## src/design/bsepw_pkg.sv

```systemverilog
package bsepw_pkg;
   localparam logic [15:0] ADDR_CTRL_REG  = 16'hFFFF;
   localparam int          ADDR_BITS      = 16;
   localparam int          BYTE_BITS      = 8;
   localparam int          PAGE_BYTES     = 32;
   localparam logic [5:0]  PAGE_BYTES_W   = 6'h20;
   localparam int          PWP_BIT        = 7;
   localparam int          BG_HI_BIT      = 3;
   localparam int          BG_LO_BIT      = 2;
   localparam logic [7:0]  CTRL_USED_MASK = 8'h8C;
   localparam logic [1:0]  SW_ADDR_LO     = 2'h0;
   localparam logic [1:0]  SW_ADDR_HI     = 2'h1;
   localparam logic [1:0]  SW_CTRL        = 2'h2;
   localparam logic [1:0]  SW_DATA        = 2'h3;
   localparam logic [1:0]  CTRL_GO_PAGE   = 2'h0;
   localparam logic [1:0]  CTRL_GO_POLL   = 2'h1;
   localparam logic [1:0]  CTRL_GO_RST    = 2'h2;
   localparam logic [1:0]  CTRL_GO_IDLE   = 2'h3;
   localparam int          BUF_IDX_W      = 5;
   // Strobe phases of one pin cycle, each in ns, rounded up to mclk cycles.
   localparam int          T_SETUP_NS     = 20;
   localparam int          T_STROBE_NS    = 40;
   localparam int          T_HOLD_NS      = 20;
   localparam int          MCLK_NS        = 4;
   localparam logic [3:0]  SETUP_CYC = 4'((T_SETUP_NS + MCLK_NS - 1) / MCLK_NS);
   localparam logic [3:0]  STROBE_CYC = 4'((T_STROBE_NS + MCLK_NS - 1) / MCLK_NS);
   localparam logic [3:0]  HOLD_CYC = 4'((T_HOLD_NS + MCLK_NS - 1) / MCLK_NS);
   localparam logic [2:0]  OP_RD          = 3'h0;
   localparam logic [2:0]  OP_WR0         = 3'h1;
   localparam logic [2:0]  OP_WR1         = 3'h2;
   localparam logic [2:0]  OP_WRB         = 3'h3;
endpackage

```

## src/design/bsepw_host.sv

```systemverilog
// Decided for this implementation: the plain strobed port.
`timescale 1ns/10ps
// Behaviour
// - Write: reset, address, 1-32 bytes, start.
// - Address sent as 16 bits, MSB first.
// - Data sent as whole bytes, no reads.
// - Start command is read, write one, read.
// - Control register lives at address FFFFh.
// - Exactly one byte written to control register.
// - Writing one after a read ends it.
// - Reset sequence is read, write zero, read.
module bsepw_host (
   mclk,
   rst,
   sw_addr,
   sw_wdata,
   sw_wr,
   sw_rd,
   sw_rdata,
   ce_n,
   oe_n,
   we_n,
   io_out,
   io_oe,
   io_in
);
   input  wire logic        mclk;
   input  wire logic        rst;
   input  wire logic [1:0]  sw_addr;
   input  wire logic [31:0] sw_wdata;
   input  wire logic        sw_wr;
   input  wire logic        sw_rd;
   output logic      [31:0] sw_rdata;
   output logic             ce_n;
   output logic             oe_n;
   output logic             we_n;
   output logic             io_out;
   output logic             io_oe;
   input  wire logic        io_in;

   typedef enum logic [2:0] {
      BSEPW_IDLE  = 3'h0,
      BSEPW_RST   = 3'h1,
      BSEPW_ADDR  = 3'h3,
      BSEPW_DATA  = 3'h2,
      BSEPW_START = 3'h6,
      BSEPW_POLL  = 3'h7,
      BSEPW_QUIT  = 3'h5
   } bsepw_state_type;

   typedef struct packed {
      bsepw_state_type st;
      logic [15:0]     addr;
      logic [5:0]      nbytes;
      logic [1:0]      step;
      logic [4:0]      byte_i;
      logic [2:0]      bit_i;
      logic [3:0]      abit_i;
      logic            issued;
      logic            err;
      logic            status;
      logic [31:0]     rdata;
      logic [7:0][31:0] page;
   } bsepw_reg_type;

   bsepw_reg_type r_q;
   bsepw_reg_type r_d;
   logic          pc_start;
   logic          pc_write;
   logic          pc_bit;
   logic          pc_done;
   logic          pc_rbit;
   logic          pc_busy;
   logic [7:0]    cur_byte;
   logic          is_ctrl;
   logic          busy_all;

   assign busy_all = (r_q.st != BSEPW_IDLE);
   assign is_ctrl  = (r_q.addr == bsepw_pkg::ADDR_CTRL_REG);
   assign cur_byte = r_q.page[r_q.byte_i[4:2]][r_q.byte_i[1:0]*8 +: 8];

   always_comb begin
      r_d      = r_q;
      pc_start = 1'b0;
      pc_write = 1'b0;
      pc_bit   = 1'b0;
      // Software port writes; ignored while a sequence runs so the pins stay sane.
      if (sw_wr && !busy_all) begin
         unique case (sw_addr)
            bsepw_pkg::SW_ADDR_LO: begin
               r_d.addr = sw_wdata[15:0];
            end
            bsepw_pkg::SW_ADDR_HI: begin
               r_d.page[sw_wdata[15:13]] = r_q.page[sw_wdata[15:13]];
            end
            bsepw_pkg::SW_DATA: begin
               r_d.page[sw_wdata[2:0]] = sw_wdata[31:0];
            end
            bsepw_pkg::SW_CTRL: begin
               r_d.err    = 1'b0;
               r_d.step   = 2'h0;
               r_d.issued = 1'b0;
               unique case (sw_wdata[1:0])
                  bsepw_pkg::CTRL_GO_PAGE: begin
                     r_d.nbytes = (sw_wdata[13:8] == 6'h0 ||
                        sw_wdata[13:8] > bsepw_pkg::PAGE_BYTES_W)
                        ? 6'h1 : sw_wdata[13:8];
                     // Flag a byte count that had to be clamped to one.
                     r_d.err = (sw_wdata[13:8] == 6'h0 ||
                        sw_wdata[13:8] > bsepw_pkg::PAGE_BYTES_W);
                     // One byte only for the control register.
                     if (is_ctrl) begin
                        r_d.nbytes = 6'h1;
                        r_d.page[0][7:0] = r_q.page[0][7:0]
                           & bsepw_pkg::CTRL_USED_MASK;
                     end
                     r_d.st     = BSEPW_RST;
                     r_d.byte_i = 5'h0;
                     r_d.bit_i  = 3'h7;
                     r_d.abit_i = 4'hF;
                     r_d.status = 1'b0;
                  end
                  bsepw_pkg::CTRL_GO_POLL: r_d.st = BSEPW_POLL;
                  bsepw_pkg::CTRL_GO_RST: begin
                     r_d.st     = BSEPW_RST;
                     r_d.nbytes = 6'h0;
                  end
                  bsepw_pkg::CTRL_GO_IDLE: r_d.st = BSEPW_QUIT;
               endcase
            end
         endcase
      end
      if (sw_rd) begin
         unique case (sw_addr)
            bsepw_pkg::SW_ADDR_LO: r_d.rdata = {16'h0000, r_q.addr};
            bsepw_pkg::SW_CTRL: r_d.rdata = {28'h0000000, r_q.err,
                                             r_q.status, 1'b0, busy_all};
            bsepw_pkg::SW_DATA: r_d.rdata = r_q.page[0];
            bsepw_pkg::SW_ADDR_HI: r_d.rdata = {26'h0000000, r_q.nbytes};
         endcase
      end else begin
         r_d.rdata = 32'h00000000;
      end

      // Launch the next pin cycle once the previous one has finished.
      if (busy_all && !r_q.issued && !pc_busy) begin
         pc_start = 1'b1;
         r_d.issued = 1'b1;
      end
      unique case (r_q.st)
         BSEPW_IDLE: ;
         BSEPW_RST: begin
            // Read, write zero, read; also breaks off any open sequence.
            pc_write = (r_q.step == 2'h1);
            pc_bit   = 1'b0;
         end
         BSEPW_ADDR: begin
            pc_write = 1'b1;
            pc_bit   = r_q.addr[r_q.abit_i];
         end
         BSEPW_DATA: begin
            // No reads interleave, so the load stays valid.
            pc_write = 1'b1;
            pc_bit   = cur_byte[r_q.bit_i];
         end
         BSEPW_START: begin
            pc_write = (r_q.step == 2'h1);
            pc_bit   = 1'b1;
         end
         BSEPW_POLL: pc_write = 1'b0;
         BSEPW_QUIT: begin
            // A lone write of one ends a read and parks the device.
            pc_write = 1'b1;
            pc_bit   = 1'b1;
         end
         default: r_d.st = BSEPW_IDLE;
      endcase

      if (pc_done) begin
         r_d.issued = 1'b0;
         unique case (r_q.st)
            BSEPW_RST: begin
               r_d.step = r_q.step + 2'h1;
               if (r_q.step == 2'h2) begin
                  r_d.step = 2'h0;
                  r_d.st = (r_q.nbytes == 6'h0) ? BSEPW_IDLE : BSEPW_ADDR;
               end
            end
            BSEPW_ADDR: begin
               r_d.abit_i = r_q.abit_i - 4'h1;
               if (r_q.abit_i == 4'h0) r_d.st = BSEPW_DATA;
            end
            BSEPW_DATA: begin
               r_d.bit_i = r_q.bit_i - 3'h1;
               if (r_q.bit_i == 3'h0) begin
                  r_d.byte_i = r_q.byte_i + 5'h1;
                  // Host never exceeds one page, so no wrap overwrite.
                  if ({1'b0, r_q.byte_i} + 6'h1 == r_q.nbytes)
                     r_d.st = BSEPW_START;
               end
            end
            BSEPW_START: begin
               r_d.step = r_q.step + 2'h1;
               if (r_q.step == 2'h2) begin
                  r_d.step = 2'h0;
                  r_d.st   = BSEPW_POLL;
               end
            end
            BSEPW_POLL: begin
               // Low while programming, high when done.
               r_d.status = pc_rbit;
               r_d.st     = BSEPW_IDLE;
            end
            BSEPW_QUIT: r_d.st = BSEPW_IDLE;
            default: r_d.st = BSEPW_IDLE;
         endcase
      end
   end

   always_ff @(posedge mclk or posedge rst) begin
      if (rst) begin
         r_q <= '0;
      end else begin
         r_q <= r_d;
      end
   end

   assign sw_rdata = r_q.rdata;

   bsepw_pin_cycle u_cycle (
      .mclk     (mclk),
      .rst      (rst),
      .start    (pc_start),
      .is_write (pc_write),
      .wbit     (pc_bit),
      .done     (pc_done),
      .rbit     (pc_rbit),
      .busy     (pc_busy),
      .ce_n     (ce_n),
      .oe_n     (oe_n),
      .we_n     (we_n),
      .io_out   (io_out),
      .io_oe    (io_oe),
      .io_in    (io_in)
   );
endmodule // bsepw_host

```

## src/design/bsepw_pin_cycle.sv

```systemverilog
`timescale 1ns/10ps
// One bus cycle on the device pins: a read or a one-bit write.
module bsepw_pin_cycle (
   mclk,
   rst,
   start,
   is_write,
   wbit,
   done,
   rbit,
   busy,
   ce_n,
   oe_n,
   we_n,
   io_out,
   io_oe,
   io_in
);
   input  wire logic mclk;
   input  wire logic rst;
   input  wire logic start;
   input  wire logic is_write;
   input  wire logic wbit;
   output logic      done;
   output logic      rbit;
   output logic      busy;
   output logic      ce_n;
   output logic      oe_n;
   output logic      we_n;
   output logic      io_out;
   output logic      io_oe;
   input  wire logic io_in;

   typedef enum logic [1:0] {
      BSEPW_PC_IDLE  = 2'h0,
      BSEPW_PC_SETUP = 2'h1,
      BSEPW_PC_STRB  = 2'h3,
      BSEPW_PC_HOLD  = 2'h2
   } bsepw_pc_state_type;

   typedef struct packed {
      bsepw_pc_state_type st;
      logic [3:0]         cnt;
      logic               wr;
      logic               bitv;
      logic               rbit;
      logic               done;
      logic               ce_n;
      logic               oe_n;
      logic               we_n;
   } bsepw_pc_reg_type;

   bsepw_pc_reg_type r_q;
   bsepw_pc_reg_type r_d;

   always_comb begin
      r_d      = r_q;
      r_d.done = 1'b0;
      unique case (r_q.st)
         BSEPW_PC_IDLE: begin
            if (start) begin
               r_d.st   = BSEPW_PC_SETUP;
               r_d.wr   = is_write;
               r_d.bitv = wbit;
               r_d.cnt  = bsepw_pkg::SETUP_CYC;
               r_d.ce_n = 1'b0;
            end
         end
         BSEPW_PC_SETUP: begin
            r_d.cnt = r_q.cnt - 4'h1;
            if (r_q.cnt == 4'h1) begin
               r_d.st  = BSEPW_PC_STRB;
               r_d.cnt = bsepw_pkg::STROBE_CYC;
               // WE and OE are never low together while CE is low.
               r_d.we_n = ~r_q.wr;
               r_d.oe_n = r_q.wr;
            end
         end
         BSEPW_PC_STRB: begin
            r_d.cnt = r_q.cnt - 4'h1;
            if (r_q.cnt == 4'h1) begin
               // Sample before OE rises; WE rising latches the bit.
               r_d.rbit = io_in;
               r_d.we_n = 1'b1;
               r_d.oe_n = 1'b1;
               r_d.st   = BSEPW_PC_HOLD;
               r_d.cnt  = bsepw_pkg::HOLD_CYC;
            end
         end
         BSEPW_PC_HOLD: begin
            r_d.cnt  = r_q.cnt - 4'h1;
            r_d.ce_n = 1'b1;
            if (r_q.cnt == 4'h1) begin
               r_d.st   = BSEPW_PC_IDLE;
               r_d.done = 1'b1;
            end
         end
      endcase
   end

   always_ff @(posedge mclk or posedge rst) begin
      if (rst) begin
         r_q <= '{st: BSEPW_PC_IDLE, cnt: 4'h0, wr: 1'b0, bitv: 1'b0,
                  rbit: 1'b0, done: 1'b0, ce_n: 1'b1, oe_n: 1'b1,
                  we_n: 1'b1};
      end else begin
         r_q <= r_d;
      end
   end

   assign done   = r_q.done;
   assign rbit   = r_q.rbit;
   assign busy   = (r_q.st != BSEPW_PC_IDLE);
   assign ce_n   = r_q.ce_n;
   assign oe_n   = r_q.oe_n;
   assign we_n   = r_q.we_n;
   // Drive data through the whole write cycle, held past WE/CE rise.
   assign io_out = r_q.bitv;
   assign io_oe  = r_q.wr & (r_q.st != BSEPW_PC_IDLE);
endmodule // bsepw_pin_cycle

```

## config.mk

```make
export PLATFORM = sky130hd
export DESIGN_NAME = bsepw_host
export DESIGN_NICKNAME = d
export VERILOG_FILES = /design/src/design/bsepw_pkg.sv /design/src/design/bsepw_host.sv /design/src/design/bsepw_pin_cycle.sv
export SDC_FILE = /design/constraint.sdc
export NUM_CORES = 1
export LEC_CHECK = 0
export BUFFER_PORTS_ARGS = -buffer_cell sky130_fd_sc_hd__buf_2
export CAP_MARGIN = 10
export CELL_PAD_IN_SITES_DETAIL_PLACEMENT = 1
export CELL_PAD_IN_SITES_GLOBAL_PLACEMENT = 2
export CORE_MARGIN = 4
export CORE_UTILIZATION = 42
export DETAILED_ROUTE_END_ITERATION = 16
export HOLD_SLACK_MARGIN = 0.03
export PLACE_DENSITY = 0.92
export SYNTH_ARGS = -nofsm -noshare
export SYNTH_HDL_FRONTEND = slang
export SYNTH_SLANG_ARGS = --single-unit
```

## constraint.sdc

```tcl
create_clock -name mclk -period 13.24 [get_ports mclk]
set_input_delay 0.662 -clock mclk [delete_from_list [all_inputs] [get_ports mclk]]
set_output_delay 0.662 -clock mclk [all_outputs]
set_load 0.05 [all_outputs]
```

==> reports/results.ini <==
[floorplan]
rows=79
core_area_mm2=0.0465
die_y_um=225
io_pins=76
die-area_mm2=0.0505
initial_core_util=0.424
die_w_um=225

[logic_synthesis]
synth-edff-count=0
synth_fp_nets=1958
netlist_instances=1913
async_flop_share=1.00
ys_seq_area_frac=0.436
synth_warnings=0
synth_area_mm2=0.0197
synth-main-ff-cell=dfrtp_1
yosysUniqueCellTypes=69
avgSynthCellArea_um2=10.3
synth_seq_cells=343

[worst_setup_path]
crit_start=r_q[327]
path_class=reg2reg
crit_path_max_incr_delay_ps=730
r2r_cells=10
path_max_fanout=85
path_common_cell=buf_4
worst_ep_arrival_time_ps=4710
cp.required_ps=13660
start_kind=flip-flop
crit_chain=nor4b_2 -> buf_4 -> nand2_4 -> buf_4 -> nor2_2 -> buf_4 -> nor2_2 -> buf_4 -> nand2_1 -> o21ai_0
reg2reg_slack_ps=8950
r2r-start=r_q[327]
cp-endpoint=r_q[158]
crit_slowest_cell=nor2_2
end_kind=flip-flop
regToRegEndpoint=r_q[158]

[clocking]
post_cts_buffers=0
cts_tree=built
numCtsBuffers=41
root_buffer=clkbuf_16
cts_hold_repair.buffers=0
ctsResizeCount=0
cts_buffer_depth=3
clock_latency_ps=580
cts.sinks=343
htree_num_levels=2
path_clk_slew_ps=60

[grt]
grt_max_degree=166
grt_pass1_wl_um=114000
antenna_found_initial=1
grt_pass1_vias=17700
grtUsageTotal=0.294
grt.overflow.total=0

[sta]
max-slew-margin-rel=0.159
skew_ps=28.0
period_needed_ps=4290
rsz0062_at_grt=false
setup_viol=0
finalWorstSetupSlack_ps=8950
maxSlewViolCount=0
hold_viol_final=0
worst_slew_pin_slew_ps=1260
fin_crit_sh=0.324
tns_ps=0
max_freq_mhz=233

[drt]
drtAntennaViolNets=0
dr_wl_met3_um=7400
drtIter0Drc=2325
drc=0
via_per_inst=6.85
dr_total_vias=17000
firstDrtPassIters=5
wl_met2_um=34700
wl_um=74800
met1Wirelength_um=28900
dr.max_layer_used=met4
wire_per_inst_um=30.0

[power]
power_uw=3390
p_leak_uw=0.00913
ir_worst_vdd_mv=0.130
p_per_area_mw_per_mm2=157

[status]
status=finished, final reports clean

[placement]
dpl_worst_slack_ps=8940
portBuffers=75
place_congestion=0.872
hpwl_um=44800

[final_layout]
drive_gt1_frac=0.204
n_fill_cell=5075
utilization=0.464
layout.nets=1899
areaGrowthSynthToFinish_pct=9.38

[run]
cap_violations=0

[hold_path]
hold_class=in2async

[report_power, final]
| group | internal [uW] | switching (uW) | leakage (uW) |
|---|---|---|---|
| sequential | 1180 | 206 | 0.00464 |
| clock | 657 | 461 | 0.000635 |
| combinational | 348 | 534 | 0.00386 |
[worst min-delay path by stage]
stage	slack, ps	startpoint	depth (start not counted)	endpoint
floorplan	440	u_cycle.r_q[6]	1	u_cycle.we_n
global placement	470	r_q[215]	2	r_q[215]
detailed placement	480	r_q[206]	2	r_q[206]
CTS	270	rst	2	r_q[294]
global route	300	rst	2	r_q[294]
finish	220	rst	2	r_q[294]
[Yosys cell counts (all sizes together), types with 6 or more instances]
master | n | area (um2)
and3 | 22 | 138
nand2 | 360 | 1350
ha | 6 | 75.1
a21oi | 27 | 135
and2 | 16 | 100
buf | 85 | 567
nand3 | 20 | 105
inv | 24 | 90.1
nor3 | 23 | 120
o31ai | 6 | 45.0
o22ai | 12 | 75.1
mux4 | 128 | 2880
mux2 | 56 | 631
a31oi | 6 | 37.5
o21ai | 179 | 896
dfrtp | 340 | 8510
nand4 | 8 | 50.1
mux2i | 25 | 250
nor4 | 13 | 87.6
nor2 | 62 | 248
a22o | 16 | 140
nor2b | 24 | 150
a22oi | 240 | 1800
clkbuf | 131 | 492
nand2b | 13 | 81.3
[critical path: cells and delay by family (launching register included)]
family | cells | cell delay [ps]
simple gates | 5 | 1830
buf+inv | 4 | 1610
compound gates | 1 | 90
flops | 1 | 540
[routing by layer]
metal / up-vias / global-route usage
met1: 8805 / 0.397
met2: 1037 / 0.457
li1: 6955 / -
met4: 0 / 0.140
met5: - / 0
met3: 241 / 0.0616
[metrics by stage]
| step | std cells | area, um2 | hold WS (ps) |
|---|---|---|---|
| after floorplan | 1913 | 19700 | 442 |
| after global placement | 2416 | 20200 | 466 |
| after detailed placement | 2416 | 20200 | 478 |
| after CTS | 2486 | 21500 | 265 |
| after global routing | 2488 | 21600 | 302 |
| final | 2489 | 21600 | 223 |
[logic make-up (layout without fill, tap and decap cells)]
family                     after synthesis  count (layout)  share of synthesized area
AOI/OAI and AO/OA                      529             529                      0.178
xor gates and xnor gates                 6               6                    0.00267
adders and majority gates                6               6                    0.00381
buffers and inverters                  242             210                     0.0587
DFF                                    343             343                      0.436
muxes                                  209             209                      0.191
other                                    0               1                          0
and+or+nand+nor                        578             578                      0.130
[registers in the layout, summed over array words and instances, names as in the netlist]
name	count
r_q	298
sw_rdata	32
u_cycle.ce_n	1
u_cycle.done	1
u_cycle.io_out	1
u_cycle.oe_n	1
u_cycle.r_q	7
u_cycle.rbit	1
u_cycle.we_n	1
[final cells by class]
| type | instances | area [um2] | share of cell area |
|---|---|---|---|
| inverter | 26 | 105 | 0.00488 |
| tap | 607 | 759 | 0.0352 |
| clock buffer | 66 | 1240 | 0.0576 |
| clock inverter | 4 | 56.3 | 0.00261 |
| multi-input combinational | 1328 | 10100 | 0.468 |
| antenna | 1 | 2.50 | 0.000116 |
| sequential | 343 | 8590 | 0.399 |
| timing repair buffer | 114 | 711 | 0.0330 |
[placed cells by master (no fill, tap or decap), types with 7 or more instances in the layout]
cell | Yosys | layout
nor3_1 | 22 | 20
buf_2 | 32 | 73
o21ai_1 | 150 | 145
mux4_2 | 128 | 128
nor2b_1 | 24 | 24
nor2_1 | 58 | 51
clkbuf_16 | 0 | 42
o22ai_1 | 12 | 12
nand3_1 | 19 | 19
a21oi_1 | 27 | 27
inv_1 | 24 | 23
and2_1 | 16 | 16
dfrtp_1 | 340 | 338
mux2i_1 | 25 | 25
a22oi_1 | 240 | 240
o21ai_0 | 29 | 29
clkbuf_1 | 131 | 14
nor2_4 | 1 | 7
a22o_1 | 16 | 16
nor4_1 | 12 | 11
nand2_1 | 359 | 359
nand4_1 | 8 | 8
and3_1 | 22 | 22
clkbuf_8 | 0 | 10
mux2_2 | 54 | 54
nand2b_1 | 13 | 13
buf_4 | 37 | 38
No activity file was read; power rests on OpenSTA's default activity.
